===== src/hbcdf_pkg.sv =====
package hbcdf_pkg;

	// Clock and timing figures.
	localparam int CLK_FREQ_HZ   = 100_000_000;
	localparam int PWM_FREQ_HZ   = 50_000;
	localparam int BLANK_TIME_NS = 3750;
	localparam int MIXED_PCT     = 75;

	localparam int PWM_PERIOD_CYC = CLK_FREQ_HZ / PWM_FREQ_HZ;
	localparam int BLANK_CYC      = (BLANK_TIME_NS * (CLK_FREQ_HZ / 1_000_000) + 999) / 1000;
	localparam int MIXED_CYC      = (PWM_PERIOD_CYC * MIXED_PCT) / 100;

	localparam int               PWM_CNT_W  = 11;
	localparam int               BLANK_CNT_W = 9;
	localparam logic [10:0]      PWM_LAST   = 11'(PWM_PERIOD_CYC - 1);
	localparam logic [10:0]      PWM_MIXED  = 11'(MIXED_CYC);
	localparam logic [8:0]       BLANK_DONE = 9'(BLANK_CYC);

	// Register map, byte addresses on APB.
	localparam logic [7:0]  ADDR_CFG    = 8'h00;
	localparam logic [7:0]  ADDR_STATUS = 8'h04;
	localparam logic [15:0] OCP_QUAL_RST = 16'h0064;

	// Status field positions.
	localparam int ST_OCP_LSB   = 0;
	localparam int ST_THERMAL   = 2;
	localparam int ST_SUPPLY_UNDERVOLTAGE_TRIP      = 3;
	localparam int ST_SLEEP     = 4;
	localparam int ST_CLEAR     = 5;
	localparam int ST_FAULT_PIN = 6;
	localparam int ST_DECAY_LSB = 8;
	localparam int ST_CHOP0_LSB = 12;
	localparam int ST_CHOP1_LSB = 20;

	typedef enum logic [2:0] {
		DECAY_SLOW  = 3'h1,
		DECAY_MIXED = 3'h2,
		DECAY_FAST  = 3'h4
	} hbcdf_decay_e;

	typedef enum logic [4:0] {
		CHOP_IDLE  = 5'h01,
		CHOP_DRIVE = 5'h02,
		CHOP_FAST  = 5'h04,
		CHOP_COAST = 5'h08,
		CHOP_SLOW  = 5'h10
	} hbcdf_chop_e;

	// One half-bridge: high-side and low-side gate enables.
	typedef struct packed {
		logic hs;
		logic ls;
	} hbcdf_half_s;

	typedef struct packed {
		hbcdf_half_s a;
		hbcdf_half_s b;
	} hbcdf_bridge_s;

	localparam hbcdf_half_s HALF_OFF  = 2'h0;
	localparam hbcdf_half_s HALF_HIGH = 2'h2;
	localparam hbcdf_half_s HALF_LOW  = 2'h1;

endpackage : hbcdf_pkg


===== src/hbcdf_core.sv =====
`timescale 1ns/100ps

// Summary of operation
// RULE1: Drive until chop comparator trips, then decay.
// RULE2: Fast decay reverses bridge, off near zero.
// RULE3: Slow decay turns on both low sides.
// RULE4: Decay pin: low slow, open mixed, high fast.
// RULE5: One decay selection serves both bridges.
// RULE6: Mixed decay: fast, then slow at 75%.
// RULE7: Ignore sense comparator during 3.75 us blanking.
// RULE8: Blanking sets the minimum drive-on time.
// RULE9: Clear pin low resets logic, bridges off.
// RULE10: Power-down pin low stops pump, regulator, clocks.
// RULE11: Host waits about 1 ms after wake.
// RULE12: Host drives clear and power-down pins high.
// RULE13: Qualified overcurrent disables bridge, asserts fault.
// RULE14: High-side, low-side and winding shorts all trip.
// RULE15: Overcurrent stays latched until clear or supply loss.
// RULE16: Overcurrent detection independent of chop sense path.
// RULE17: Thermal trip disables switches, auto-resumes, asserts fault.
// RULE18: Undervoltage disables everything and resets logic.
// RULE19: Overcurrent qualification time is a configurable count.
// RULE20: Chopping periods start on fixed 50 kHz cadence.
// RULE21: After trip, drive stays off until next period.
// RULE22: Bridge inputs map 00 Z, 01 LH, 10 HL, 11 LL.
// RULE23: Scale pins: 00 full, 01 71%, 10 38%, 11 off.
module hbcdf_core (
	input  wire logic                         clk_sys,
	input  wire logic                         reset_n,
	input  wire logic                         psel,
	input  wire logic                         penable,
	input  wire logic                         pwrite,
	input  wire logic [7:0]                   paddr,
	input  wire logic [31:0]                  pwdata,
	output logic      [31:0]                  prdata,
	output logic                              pready,
	output logic                              pslverr,
	input  wire logic [1:0]                   bridge_ctrl_in_a,
	input  wire logic [1:0]                   bridge_ctrl_in_b,
	input  wire logic [1:0]                   current_scale_msb,
	input  wire logic [1:0]                   current_scale_lsb,
	input  wire logic                         decay_sel_level,
	input  wire logic                         decay_sel_driven,
	input  wire logic [1:0]                   chop_trip,
	input  wire logic [1:0]                   winding_near_zero,
	input  wire logic [1:0]                   overcurrent_trip,
	input  wire logic                         thermal_trip,
	input  wire logic                         supply_undervoltage_trip,
	input  wire logic                         active_low_logic_clear,
	input  wire logic                         active_low_power_down,
	output hbcdf_pkg::hbcdf_half_s [1:0]      bridge_out_a,
	output hbcdf_pkg::hbcdf_half_s [1:0]      bridge_out_b,
	output logic      [3:0]                   chop_scale_sel,
	output logic                              charge_pump_en,
	output logic                              aux_regulator_en,
	input  wire logic                         fault_flag_out_i,
	output logic                              fault_flag_out_o,
	output logic                              fault_flag_out_oe
);
	import hbcdf_pkg::*;

	logic                 awake;
	logic                 logic_ok;
	logic [PWM_CNT_W-1:0] pwm_cnt_reg;
	logic                 period_end;
	hbcdf_decay_e         decay_mode_reg;
	logic [15:0]          ocp_qual_reg;
	logic [1:0]           ocp_latched_reg;
	logic                 fault_any;
	hbcdf_chop_e          chop_state_reg [2];
	logic [1:0]           run;
	logic [31:0]          status_word;
	logic [31:0]          prdata_reg;
	logic                 cfg_hit;
	logic                 status_hit;

	// Sleep and undervoltage both hold the core idle; in sleep the
	// counters are frozen at zero, which stands in for the stopped clocks.
	assign awake    = active_low_power_down;
	assign logic_ok = active_low_logic_clear && active_low_power_down
	                  && !supply_undervoltage_trip; // see RULE9 see RULE18

	always_ff @(posedge clk_sys or negedge reset_n) begin
		if (!reset_n) begin
			charge_pump_en   <= 1'b0;
			aux_regulator_en <= 1'b0;
		end else begin
			charge_pump_en   <= awake && !supply_undervoltage_trip; // see RULE10
			aux_regulator_en <= awake && !supply_undervoltage_trip; // see RULE10
		end
	end

	always_ff @(posedge clk_sys or negedge reset_n) begin
		if (!reset_n) begin
			pwm_cnt_reg <= '0;
		end else if (!logic_ok || period_end) begin
			pwm_cnt_reg <= '0; // see RULE20
		end else begin
			pwm_cnt_reg <= pwm_cnt_reg + 11'h001;
		end
	end
	assign period_end = (pwm_cnt_reg == PWM_LAST);

	// The open pin is seen as undriven; mixed is also the safe default.
	always_ff @(posedge clk_sys or negedge reset_n) begin
		if (!reset_n) begin
			decay_mode_reg <= DECAY_MIXED;
		end else if (!logic_ok) begin
			decay_mode_reg <= DECAY_MIXED;
		end else if (!decay_sel_driven) begin
			decay_mode_reg <= DECAY_MIXED; // see RULE4
		end else if (decay_sel_level) begin
			decay_mode_reg <= DECAY_FAST; // see RULE4
		end else begin
			decay_mode_reg <= DECAY_SLOW; // see RULE4
		end
	end

	always_ff @(posedge clk_sys or negedge reset_n) begin
		if (!reset_n) begin
			chop_scale_sel <= 4'hF;
		end else if (!logic_ok) begin
			chop_scale_sel <= 4'hF;
		end else begin
			chop_scale_sel <= {current_scale_msb[1], current_scale_lsb[1],
			                   current_scale_msb[0], current_scale_lsb[0]}; // see RULE23
		end
	end

	assign fault_any = (|ocp_latched_reg) || (thermal_trip && logic_ok);

	// Open-drain fault line: only ever pulled low.
	always_ff @(posedge clk_sys or negedge reset_n) begin
		if (!reset_n) begin
			fault_flag_out_oe <= 1'b0;
		end else begin
			fault_flag_out_oe <= fault_any; // see RULE13 see RULE17
		end
	end
	assign fault_flag_out_o = 1'b0;

	genvar gi;
	generate
		for (gi = 0; gi < 2; gi++) begin : g_bridge
			logic [15:0]            ocp_cnt_reg;
			logic [BLANK_CNT_W-1:0] blank_cnt_reg;
			logic                   blank_over;
			logic                   scale_off;
			hbcdf_bridge_s          fwd;
			hbcdf_bridge_s          rev;
			hbcdf_bridge_s          drive;

			assign scale_off  = current_scale_msb[gi] && current_scale_lsb[gi]; // see RULE23
			assign run[gi]    = logic_ok && !thermal_trip && !ocp_latched_reg[gi]
			                    && !scale_off; // see RULE17
			assign blank_over = (blank_cnt_reg >= BLANK_DONE);

			// Overcurrent uses its own per-bridge limit flag, never chop_trip,
			// so it trips whatever the sense resistor or reference.
			always_ff @(posedge clk_sys or negedge reset_n) begin
				if (!reset_n) begin
					ocp_cnt_reg         <= '0;
					ocp_latched_reg[gi] <= 1'b0;
				end else if (!active_low_logic_clear || supply_undervoltage_trip) begin
					ocp_cnt_reg         <= '0;
					ocp_latched_reg[gi] <= 1'b0; // see RULE15
				end else if (!awake) begin
					ocp_cnt_reg         <= '0;
				end else if (overcurrent_trip[gi]) begin // see RULE14 see RULE16
					if (ocp_cnt_reg >= ocp_qual_reg) begin
						ocp_latched_reg[gi] <= 1'b1; // see RULE13 see RULE19
					end else begin
						ocp_cnt_reg <= ocp_cnt_reg + 16'h0001;
					end
				end else begin
					ocp_cnt_reg <= '0;
				end
			end

			always_ff @(posedge clk_sys or negedge reset_n) begin
				if (!reset_n) begin
					blank_cnt_reg <= '0;
				end else if (chop_state_reg[gi] != CHOP_DRIVE) begin
					blank_cnt_reg <= '0;
				end else if (!blank_over) begin
					blank_cnt_reg <= blank_cnt_reg + 9'h001; // see RULE7
				end
			end

			always_ff @(posedge clk_sys or negedge reset_n) begin
				if (!reset_n) begin
					chop_state_reg[gi] <= CHOP_IDLE;
				end else if (!run[gi]) begin
					chop_state_reg[gi] <= CHOP_IDLE;
				end else if (period_end) begin
					chop_state_reg[gi] <= CHOP_DRIVE; // see RULE20 see RULE21
				end else begin
					case (chop_state_reg[gi])
						CHOP_DRIVE: begin
							// Trips inside the blanking window are ignored,
							// which also fixes the least on time.
							if (blank_over && chop_trip[gi]) begin // see RULE1 see RULE7 see RULE8
								if (decay_mode_reg == DECAY_SLOW) begin
									chop_state_reg[gi] <= CHOP_SLOW; // see RULE3 see RULE5
								end else if (decay_mode_reg == DECAY_MIXED
								             && pwm_cnt_reg >= PWM_MIXED) begin
									chop_state_reg[gi] <= CHOP_SLOW; // see RULE6
								end else begin
									chop_state_reg[gi] <= CHOP_FAST; // see RULE2 see RULE6
								end
							end
						end
						CHOP_FAST, CHOP_COAST: begin
							if (decay_mode_reg == DECAY_MIXED && pwm_cnt_reg >= PWM_MIXED) begin
								chop_state_reg[gi] <= CHOP_SLOW; // see RULE6
							end else if (winding_near_zero[gi]) begin
								chop_state_reg[gi] <= CHOP_COAST; // see RULE2
							end
						end
						CHOP_SLOW: begin
							chop_state_reg[gi] <= CHOP_SLOW; // see RULE3
						end
						CHOP_IDLE: begin
							chop_state_reg[gi] <= CHOP_IDLE;
						end
						default: begin
							chop_state_reg[gi] <= CHOP_IDLE;
						end
					endcase
				end
			end

			always_comb begin
				case ({bridge_ctrl_in_a[gi], bridge_ctrl_in_b[gi]})
					2'b01:   fwd = '{a: HALF_LOW, b: HALF_HIGH}; // see RULE22
					2'b10:   fwd = '{a: HALF_HIGH, b: HALF_LOW}; // see RULE22
					2'b11:   fwd = '{a: HALF_LOW, b: HALF_LOW}; // see RULE22
					default: fwd = '{a: HALF_OFF, b: HALF_OFF}; // see RULE22
				endcase
				rev = fwd;
				if (^{bridge_ctrl_in_a[gi], bridge_ctrl_in_b[gi]}) begin
					rev = '{a: fwd.b, b: fwd.a}; // see RULE2
				end
				case (chop_state_reg[gi])
					CHOP_DRIVE: drive = fwd;
					CHOP_FAST:  drive = rev;
					CHOP_SLOW:  drive = '{a: HALF_LOW, b: HALF_LOW}; // see RULE3
					default:    drive = '{a: HALF_OFF, b: HALF_OFF};
				endcase
			end

			always_ff @(posedge clk_sys or negedge reset_n) begin
				if (!reset_n) begin
					bridge_out_a[gi] <= HALF_OFF;
					bridge_out_b[gi] <= HALF_OFF;
				end else if (!run[gi]) begin
					bridge_out_a[gi] <= HALF_OFF; // see RULE9 see RULE13 see RULE17
					bridge_out_b[gi] <= HALF_OFF;
				end else begin
					bridge_out_a[gi] <= drive.a;
					bridge_out_b[gi] <= drive.b;
				end
			end
		end
	endgenerate

	// APB slave: zero wait states, read data captured in the setup cycle.
	assign cfg_hit    = (paddr == ADDR_CFG);
	assign status_hit = (paddr == ADDR_STATUS);
	assign pready     = 1'b1;
	assign pslverr    = psel && penable && !(cfg_hit || status_hit);
	assign prdata     = prdata_reg;

	always_comb begin
		status_word                                 = '0;
		status_word[ST_OCP_LSB +: 2]                = ocp_latched_reg;
		status_word[ST_THERMAL]                     = thermal_trip;
		status_word[ST_SUPPLY_UNDERVOLTAGE_TRIP]                        = supply_undervoltage_trip;
		status_word[ST_SLEEP]                       = !active_low_power_down;
		status_word[ST_CLEAR]                       = !active_low_logic_clear;
		status_word[ST_FAULT_PIN]                   = fault_flag_out_i;
		status_word[ST_DECAY_LSB +: 3]              = decay_mode_reg;
		status_word[ST_CHOP0_LSB +: 5]              = chop_state_reg[0];
		status_word[ST_CHOP1_LSB +: 5]              = chop_state_reg[1];
	end

	always_ff @(posedge clk_sys or negedge reset_n) begin
		if (!reset_n) begin
			prdata_reg <= '0;
		end else if (psel && !penable && !pwrite) begin
			prdata_reg <= cfg_hit ? {16'h0000, ocp_qual_reg}
			                      : (status_hit ? status_word : 32'h00000000);
		end
	end

	always_ff @(posedge clk_sys or negedge reset_n) begin
		if (!reset_n) begin
			ocp_qual_reg <= OCP_QUAL_RST;
		end else if (psel && penable && pwrite && cfg_hit) begin
			ocp_qual_reg <= pwdata[15:0]; // see RULE19
		end
	end
endmodule : hbcdf_core


===== config.mk =====
export PLATFORM = sky130hd
export DESIGN_NAME = hbcdf_core
export DESIGN_NICKNAME = d
export VERILOG_FILES = /design/src/hbcdf_pkg.sv /design/src/hbcdf_core.sv
export SDC_FILE = /design/constraint.sdc
export NUM_CORES = 1
export LEC_CHECK = 0
export ABC_AREA = 1
export CAP_MARGIN = 20
export CELL_PAD_IN_SITES_DETAIL_PLACEMENT = 0
export CELL_PAD_IN_SITES_GLOBAL_PLACEMENT = 1
export CORE_AREA = 3 3 146 148
export CTS_CLUSTER_DIAMETER = 50
export DETAILED_ROUTE_END_ITERATION = 7
export DIE_AREA = 0 0 149 151
export DONT_BUFFER_PORTS = 1
export GPL_ROUTABILITY_DRIVEN = 0
export MAX_ROUTING_LAYER = met4
export PLACE_DENSITY = 0.79
export REMOVE_ABC_BUFFERS = 1
export SETUP_SLACK_MARGIN = 0.4
export SLEW_MARGIN = 20
export SYNTH_ARGS = -nofsm -noshare
export SYNTH_HDL_FRONTEND = slang
export SYNTH_SLANG_ARGS = --single-unit

===== constraint.sdc =====
create_clock -name clk_sys -period 3.2 [get_ports clk_sys]
set_clock_uncertainty 0.05 [all_clocks]
set_input_delay 0.64 -clock clk_sys [delete_from_list [all_inputs] [get_ports clk_sys]]
set_output_delay 0.64 -clock clk_sys [all_outputs]
set_load 0.005 [all_outputs]

=== Yosys cells after proc, flatten, opt, wreduce, memory -nomap -nowiden ===
Cells that the tools add are included.

* Logic and storage cells: 163
* Register bits after elaboration: 138
* Output and inout bits: 50

* $lt $le $gt $ge: 5
* $add $sub $neg: 5
* Equality and inequality tests: 28
* Reductions and logical operators: 51
* Muxes and demuxes: 51

{| class="wikitable"
|+ Operator list
! cell !! count
|-
| 2-to-1 mux 16 bit || 8
|-
| 2-to-1 mux 5 bit || 12
|-
| 2-to-1 mux 25 bit || 2
|-
| case mux 4 bit (3 select lines) || 4
|-
| 2-to-1 mux 9 bit || 4
|-
| adder 16 x 1 -> 16 bit, second input constant || 2
|-
| >= comparator 16 bit || 2
|-
| case mux 5 bit (3 select lines) || 2
|-
| logical AND 1 bit || 20
|-
| adder 9 x 1 -> 9 bit, second input constant || 2
|-
| >= comparator 9 bit, second input constant || 2
|-
| zero test 1 bit || 12
|-
| 2-to-1 mux 4 bit || 3
|-
| != test 4 bit, second input constant || 3
|-
| adder 11 x 1 -> 11 bit, second input constant || 1
|-
| equality test 11 bit, second input constant || 1
|-
| >= comparator 11 bit, second input constant || 1
|-
| 2-to-1 mux 11 bit || 1
|-
| equality test 5 x 2 -> 1 bit, second input constant || 2
|-
| equality test 5 x 3 -> 1 bit, second input constant || 2
|-
| equality test 5 x 4 -> 1 bit, second input constant || 2
|-
| equality test 5 bit, second input constant || 2
|-
| != test 5 x 2 -> 1 bit, second input constant || 2
|-
| != test 5 bit, second input constant || 2
|-
| other kinds (17) || 46
|}

=== Longest topological paths before layout ===
Gate-level depths: netlist (run 1).

* Depth after elaboration: 8
* Mapped depth: 14

=== Worst setup path before layout (run 1) ===
OpenSTA, ideal clock, no wires.

* Path type: input to output
* Start: input paddr[1]
* End: output pslverr
* Cell stages on the path: 5
* Setup slack: 1.069 ns
* Data arrival time: 1.441 ns
* Cell sequence: nor2_1 nand2_1 nor3_4 buf_2 nor3_1

* Longest elaborated chain between the ends: 4

{| class="wikitable"
|+ Ends and longest elaborated chain
! item !! RTL line !! RTL
|-
| start, declared || hbcdf_core.sv:33 || <nowiki>input wire logic [7:0] paddr,</nowiki>
|-
| equality test 8 x 3 -> 1 bit or zero test 8 bit (tied branches) || hbcdf_core.sv:269, hbcdf_core.sv:268 ||
|-
| logical OR 1 bit * || hbcdf_core.sv:271 || <nowiki>assign pslverr = psel && penable && !(cfg_hit || status_hit);</nowiki>
|-
| zero test 1 bit * || hbcdf_core.sv:271 ||
|-
| logical AND 1 bit * || hbcdf_core.sv:271 ||
|-
| end, declared || hbcdf_core.sv:37 || <nowiki>output logic pslverr,</nowiki>
|}

Mark *: on every way between the ends. The rest lies on a longest branch, timed or not.

=== Final worst setup path (run 1) ===
* Start: register ocp_qual_reg[6]
* End: register ocp_latched_reg[1]

* Longest elaborated chain between the ends: 3

{| class="wikitable"
|+ Ends and longest elaborated chain
! item !! RTL line !! RTL
|-
| start, declared || hbcdf_core.sv:67 || <nowiki>logic [15:0] ocp_qual_reg;</nowiki>
|-
| start signal, assigned || hbcdf_core.sv:300 || <nowiki>ocp_qual_reg <= pwdata[15:0];</nowiki>
|-
| >= comparator 16 bit || hbcdf_core.sv:170 || <nowiki>if (ocp_cnt_reg >= ocp_qual_reg) begin</nowiki>
|-
| nonzero test 2 bit (no line) || - ||
|-
| AND reduction 3 bit (no line) || - ||
|-
| end signal, assigned by index || hbcdf_core.sv:163 || <nowiki>ocp_latched_reg[gi] <= 1'b0;</nowiki>
|-
| end signal, assigned by index || hbcdf_core.sv:166 || <nowiki>ocp_latched_reg[gi] <= 1'b0;</nowiki>
|-
| end signal, assigned by index || hbcdf_core.sv:171 || <nowiki>ocp_latched_reg[gi] <= 1'b1;</nowiki>
|-
| end, declared || hbcdf_core.sv:68 || <nowiki>logic [1:0] ocp_latched_reg;</nowiki>
|}

Every way passes these cells.
A chain may end at the register's enable or synchronous reset.

==> flow_metrics.env, run 1 <==
export IMPL_status="finished with violations"
export IMPL_violations="hold timing"
export IMPL_grt_start_max_net_pins=129
export IMPL_yosysMostFrequentCell="nand2_1"
export IMPL_die_x_um=149
export IMPL_vias=6791
export IMPL_cts_root_buf="clkbuf_16"
export IMPL_cts_buffers=17
export IMPL_r2r_start="ocp_qual_reg[6]"
export IMPL_yosysTopAreaCell="dfrtp_1"
export IMPL_clk_insertion_delay_late_ns=0.42
export IMPL_synth_edff_count=0
export IMPL_start_util=0.398
export IMPL_power_mw=3.82
export IMPL_cts_resized=0
export IMPL_cp_common_cell="nand2_1"
export IMPL_worstPathMaxFanout=16
export IMPL_grt_overflow_total=0
export IMPL_grt_usage=0.195
export IMPL_fin_tns_setup_ns=0
export IMPL_slowest_delay_ns=0.54
export IMPL_synthCells=1064
export IMPL_netlist_area_um2=8030
export IMPL_first_pass_iters=5
export IMPL_final_cells=1344
export IMPL_path_cells="inv_1 > ha_1 > nand2_1 > nor2_1 > nand2_1 > nand2_1 > nor2_1 > nand2_1 > nand2_1 > nand2_2 > nand2_2 > o21ai_0"
export IMPL_fin_area_um2=8810
export IMPL_reg2reg_slack_ns=1.04
export IMPL_synth_cell_types=43
export IMPL_crit_path_end_kind="flip-flop"
export IMPL_setup_viol=0
export IMPL_pin_count=116
export IMPL_critPathKind="flip-flop to flip-flop"
export IMPL_dieHeight_um=151
export IMPL_fmax_ghz=0.462
export IMPL_drive_above_1_share=0.0819
export IMPL_yosysWarnings=0
export IMPL_path_buf_inv=1
export IMPL_drt_wirelength_per_cell_um=15.5
export IMPL_crit_cells=12
export IMPL_finalCriticalPeriod_ns=2.16
export IMPL_cp_required_ns=3.42
export IMPL_drv_slew=0
export IMPL_clkSinkCount=128
export IMPL_crit_family="simple AND/OR/NAND/NOR gates"
export IMPL_worst_r2r_endpoint="ocp_latched_reg[1]"
export IMPL_ys_flop_type="dfrtp_1"
export IMPL_die_area_um2=22500
export IMPL_rsz0062_at_grt="false"
export IMPL_relSlewSlack=0.599
export IMPL_grt_antenna_before_repair=0
export IMPL_clk_pin_slew_ns=0.06
export IMPL_io_buffers=0
export IMPL_cts_tree="yes"
export IMPL_async_reset_ff_frac=1.00
export IMPL_antennaDiodeCount=0
export IMPL_whs_ns=-0.138
export IMPL_post_place_ws_ns=1.00
export IMPL_grt_pass1_vias=6527
export IMPL_powerDensity_nw_per_um2=433
export IMPL_antenna_left=0
export IMPL_core_area_um2=20200
export IMPL_timing_final_crit_share=0.676
export IMPL_drc=0
export IMPL_finalWirelength_mm=20.8
export IMPL_post_cts_setup_buffers=0
export IMPL_area_growth_pct=9.74
export IMPL_fin_nets=1176
export IMPL_synth_area_leaders="dfrtp_1 (37%), nand2_1 (13%), ha_1 (7.6%)"
export IMPL_fillers=2095
export IMPL_arrival_ns=2.39
export IMPL_grt_pass1_wl_mm=34.0
export IMPL_finalWorstSetupSlack_ns=1.04
export IMPL_viasPerCell=5.05
export IMPL_ys_seq_elements=128
export IMPL_start_kind="flip-flop"
export IMPL_cp_slowest_cell="dfstp_2"
export IMPL_synth_top_cell_area_share=0.368
export IMPL_post_place_cells=1312
export IMPL_max_slew_worst_pin_slew_ns=0.601
export IMPL_placed_area_um2=8230
export IMPL_power_leakage_nw=4.16
export IMPL_row_count=52
export IMPL_largest_reg_flops=32
export IMPL_cap_violations=0
export IMPL_fin_util=0.437
export IMPL_rr_worst_depth=12
export IMPL_ir_worst_vdd_mv=0.336
export IMPL_synth_seq_area_share=0.401
export IMPL_clockBufferDepth=2
export IMPL_syn_avg_cell_area_um2=7.54
export IMPL_drt_iter0_markers=386
export IMPL_netlist_top_cells_count="nand2_1 (280), inv_1 (120), dfrtp_1 (118)"
export IMPL_worstHoldPathType="input pin to async pin"
export IMPL_finalHoldViolations=118
export IMPL_hpwl_mm=14.8
export IMPL_htree_levels=4
layout by cell type (no fill, tap or decap), types with 17 or more instances in the layout:
cell and n:
o21ai_1 19, o21ai_0 24, a21oi_1 48, nand3_1 97, o21bai_1 17, dfrtp_1 118, ha_1 49, nor3_1 33
inv_1 120, nor2_1 94, nand4_1 24, clkbuf_16 17, nand2_1 280
cells by family after synthesis:
kind of cell / after synthesis / share of synthesized area
AO/OA/AOI/OAI: 139 / 0.103
XOR/XNOR: 9 / 0.00982
adder cells (fa/ha/maj): 49 / 0.0764
buffers and inverters: 164 / 0.0874
flip-flops: 128 / 0.401
other: 2 / 0.000936
AND/OR/NAND/NOR: 573 / 0.321
final cells by class:
cell class                 count  area [µm²]  share of cell area
clock buffer                  20         447              0.0507
clock inverter                12         136              0.0155
inverter                     124         465              0.0528
multi-input combinational    782        4150               0.471
sequential                   128        3220               0.365
tap                          270         338              0.0383
timing repair buffer           8        60.1             0.00682
worst reg2reg max path, stage by stage, from the launching register on:
cell and delay, ns:
dfstp_2 0.54, inv_1 0.09, ha_1 0.30, nand2_1 0.08, nor2_1 0.06, nand2_1 0.05
nand2_1 0.04, nor2_1 0.08, nand2_1 0.08, nand2_1 0.11, nand2_2 0.07, nand2_2 0.30
o21ai_0 0.17
worst max-delay path by stage:
stage	startpoint	to	slack, ns
floorplan	paddr[1]	ocp_qual_reg[0]	0.94
CTS	ocp_qual_reg[5]	ocp_latched_reg[1]	1.0
global route	ocp_qual_reg[5]	ocp_latched_reg[1]	0.83
finish	ocp_qual_reg[6]	ocp_latched_reg[1]	1.04
detailed placement	ocp_qual_reg[6]	ocp_latched_reg[1]	1.00
global placement	ocp_qual_reg[6]	ocp_latched_reg[1]	1.06
per-layer routing:
metal	wire, µm	vias up	GRT usage
met4	388	0	0.0572
met1	9250	3158	0.243
met3	1360	29	0.0622
li1	-	3462	-
met2	9810	142	0.307
met5	0	-	-
power by group:
group / total [mW] / switching (mW) / internal, mW
Clock: 1.94 / 0.769 / 1.17
Combinational: 0.180 / 0.116 / 0.0642
Sequential: 1.70 / 0.0401 / 1.66
Total: 3.82 / 0.925 / 2.89
(Power assumes the default switching activity.)
==> run 2: changes to the inputs <==
--- a/config.mk
+++ b/config.mk
@@ -5,18 +5,18 @@
 export SDC_FILE = /design/constraint.sdc
 export NUM_CORES = 1
 export LEC_CHECK = 0
-export ABC_AREA = 1
+export ABC_AREA = 0
 export CAP_MARGIN = 20
 export CELL_PAD_IN_SITES_DETAIL_PLACEMENT = 0
 export CELL_PAD_IN_SITES_GLOBAL_PLACEMENT = 1
-export CORE_AREA = 3 3 146 148
+export CORE_AREA = 3 3 137 139
 export CTS_CLUSTER_DIAMETER = 50
 export DETAILED_ROUTE_END_ITERATION = 7
-export DIE_AREA = 0 0 149 151
+export DIE_AREA = 0 0 140 142
 export DONT_BUFFER_PORTS = 1
 export GPL_ROUTABILITY_DRIVEN = 0
 export MAX_ROUTING_LAYER = met4
-export PLACE_DENSITY = 0.79
+export PLACE_DENSITY = 0.77
 export REMOVE_ABC_BUFFERS = 1
 export SETUP_SLACK_MARGIN = 0.4
 export SLEW_MARGIN = 20
==> constraint.sdc (replaced) <==
create_clock -name clk_sys -period 2.1 [get_ports clk_sys]
set_clock_uncertainty 0.05 [all_clocks]
set_input_delay 0.42 -clock clk_sys [delete_from_list [all_inputs] [get_ports clk_sys]]
set_output_delay 0.42 -clock clk_sys [all_outputs]
set_load 0.005 [all_outputs]
==> flow_metrics.env, run 2 <==
export IMPL_layout_commonest_cell="buf_4"
export IMPL_fin_area_um2=9750
export IMPL_grt_antenna_before_repair=0
export IMPL_finalWorstSetupSlack_ns=-0.342
export IMPL_yosysWarnings=0
export IMPL_row_count=49
export IMPL_largest_reg_flops=32
export IMPL_antennaDiodeCount=0
export IMPL_fin_util=0.548
export IMPL_synth_seq_area_share=0.457
export IMPL_ys_seq_elements=128
export IMPL_clockBufferDepth=2
export IMPL_path_cells="inv_2 > ha_4 > nand2_4 > nor4_4 > or4b_4 > buf_4 > o211ai_4 > or4_1 > a21oi_1"
export IMPL_finalHoldViolations=128
export IMPL_setup_viol=34
export IMPL_regArea_um2=3220
export IMPL_cts_buffers=17
export IMPL_grt_pass1_vias=6218
export IMPL_ys_flop_type="dfrtp_1"
export IMPL_grt_pass1_wl_mm=31.0
export IMPL_drv_slew=0
export IMPL_grt_overflow_total=0
export IMPL_viasPerCell=5.59
export IMPL_fin_nets=1000
export IMPL_worstPathMaxFanout=6
export IMPL_grt_usage=0.200
export IMPL_grt_start_max_net_pins=129
export IMPL_fin_tns_setup_ns=-7.38
export IMPL_violations="hold timing, setup timing"
export IMPL_synthCells=742
export IMPL_synth_edff_count=0
export IMPL_start_kind="flip-flop"
export IMPL_arrival_ns=2.67
export IMPL_timing_final_crit_share=1.16
export IMPL_drt_wirelength_per_cell_um=18.2
export IMPL_placed_area_um2=7930
export IMPL_first_pass_iters=5
export IMPL_synth_area_leaders="dfrtp_1 (42%), ha_1 (8.7%), nand2_1 (4.6%)"
export IMPL_netlist_top_cells_count="dfrtp_1 (118), nand2_1 (87), nor2_1 (57)"
export IMPL_vias=6296
export IMPL_start_util=0.395
export IMPL_drc=0
export IMPL_cap_violations=0
export IMPL_rsz0062_at_grt="true"
export IMPL_syn_avg_cell_area_um2=9.47
export IMPL_fillers=1511
export IMPL_cts_root_buf="clkbuf_16"
export IMPL_cts_hold_buffers=2
export IMPL_finalCriticalPeriod_ns=2.44
export IMPL_synth_top_cell_area_share=0.420
export IMPL_clk_insertion_delay_late_ns=0.42
export IMPL_fmax_ghz=0.409
export IMPL_yosysTopAreaCell="dfrtp_1"
export IMPL_ir_worst_vdd_mv=0.531
export IMPL_async_reset_ff_frac=1.00
export IMPL_worstHoldPathType="input pin to async pin"
export IMPL_core_area_um2=17800
export IMPL_max_slew_worst_pin_slew_ns=0.589
export IMPL_multiInputGateArea_um2=4310
export IMPL_die_area_um2=19900
export IMPL_crit_path_end_kind="flip-flop"
export IMPL_critPathKind="flip-flop to flip-flop"
export IMPL_netlist_area_um2=7030
export IMPL_io_buffers=0
export IMPL_cp_required_ns=2.32
export IMPL_power_leakage_nw=4.26
export IMPL_whs_ns=-0.366
export IMPL_dieHeight_um=142
export IMPL_area_growth_pct=38.7
export IMPL_status="finished with violations"
export IMPL_die_x_um=140
export IMPL_hpwl_mm=13.9
export IMPL_powerDensity_nw_per_um2=593
export IMPL_final_cell_mix="buf_4 (127), dfrtp_1 (112), nand2_1 (76)"
export IMPL_finalWirelength_mm=20.5
export IMPL_slowest_delay_ns=0.56
export IMPL_htree_levels=4
export IMPL_yosysMostFrequentCell="dfrtp_1"
export IMPL_drt_iter0_markers=336
export IMPL_clk_pin_slew_ns=0.06
export IMPL_cp_slowest_cell="or4b_4"
export IMPL_drive_above_1_share=0.355
export IMPL_cts_tree="yes"
export IMPL_synth_cell_types=55
export IMPL_relSlewSlack=0.606
export IMPL_pin_count=116
export IMPL_clkSinkCount=128
export IMPL_antenna_left=0
run 2: per-stage QoR:
step	total power [mW]	setup WS [ns]	std cells
2_1_floorplan	2.63	-0.298	718
3_3_place_gp	2.69	-0.366	1048
3_5_place_dp	2.70	-0.437	1048
4_1_cts	5.80	-0.305	1110
5_1_grt	5.96	-0.416	1127
6_report	5.79	-0.342	1127
run 2: layer usage:
| metal | vias up | track usage | wire length, µm |
|---|---|---|---|
| met2 | 209 | 0.329 | 10300 |
| met3 | 44 | 0.0588 | 1470 |
| met4 | 0 | 0.0683 | 556 |
| met1 | 3096 | 0.237 | 8240 |
| li1 | 2947 | - | - |
| met5 | - | - | 0 |
run 2: cells by family (layout without fill, tap and decap cells):
group | Yosys count | count (layout) | synth area share
AO/OA/AOI/OAI | 175 | 177 | 0.158
XOR/XNOR | 29 | 29 | 0.0361
adder cells (fa/ha/maj) | 49 | 49 | 0.0872
buffers and inverters | 72 | 216 | 0.0465
flip-flops | 128 | 128 | 0.457
multiplexers | 17 | 17 | 0.0246
other | 2 | 12 | 0.00107
AND/OR/NAND/NOR | 270 | 270 | 0.189
run 2: where the power goes:
part           total, mW  switching, mW  internal [mW]
Clock               3.09           1.17           1.91
Sequential          2.50         0.0130           2.49
Combinational      0.199          0.107         0.0927
Total               5.79           1.29           4.49
run 2: cell type report:
type,count,area share
sequential,128,0.331
clock buffer,18,0.0450
clock inverter,14,0.0182
multi-input combinational,554,0.442
inverter,38,0.0149
tap,229,0.0294
timing repair buffer,146,0.120
run 2: worst paths after layout:
check / start / end / slack (ns) / depth (start not counted)
max in group asynchronous: reset_n / chop_state_reg[5] / 2.10 / 0
hold / removal: reset_n / g_bridge[1].blank_cnt_reg[7] / -0.37 / 0
setup / recovery: ocp_qual_reg[5] / g_bridge[0].ocp_cnt_reg[8] / -0.34 / 9
min in group clk_sys: supply_undervoltage_trip / aux_regulator_en / 0.02 / 1
hold reg to reg: prdata[7] / prdata[7] / 0.46 / 2
setup reg to reg: ocp_qual_reg[5] / g_bridge[0].ocp_cnt_reg[8] / -0.34 / 9
run 2: worst max-delay path: cells and delay by family (launching register included):
| kind | cells | cell delay [ns] |
|---|---|---|
| AO/OA/AOI/OAI | 2 | 0.16 |
| flip-flops | 1 | 0.53 |
| adder cells (fa/ha/maj) | 1 | 0.28 |
| buffers and inverters | 2 | 0.23 |
| AND/OR/NAND/NOR | 4 | 1.05 |
run 2: what timing repair did:
action	in CTS	in global routing
gates resized for setup	92	96
gates cloned	2	0
endpoints found under the hold margin	130	128
setup endpoints to repair	58	53
setup buffers	26	17
pin swaps	41	44
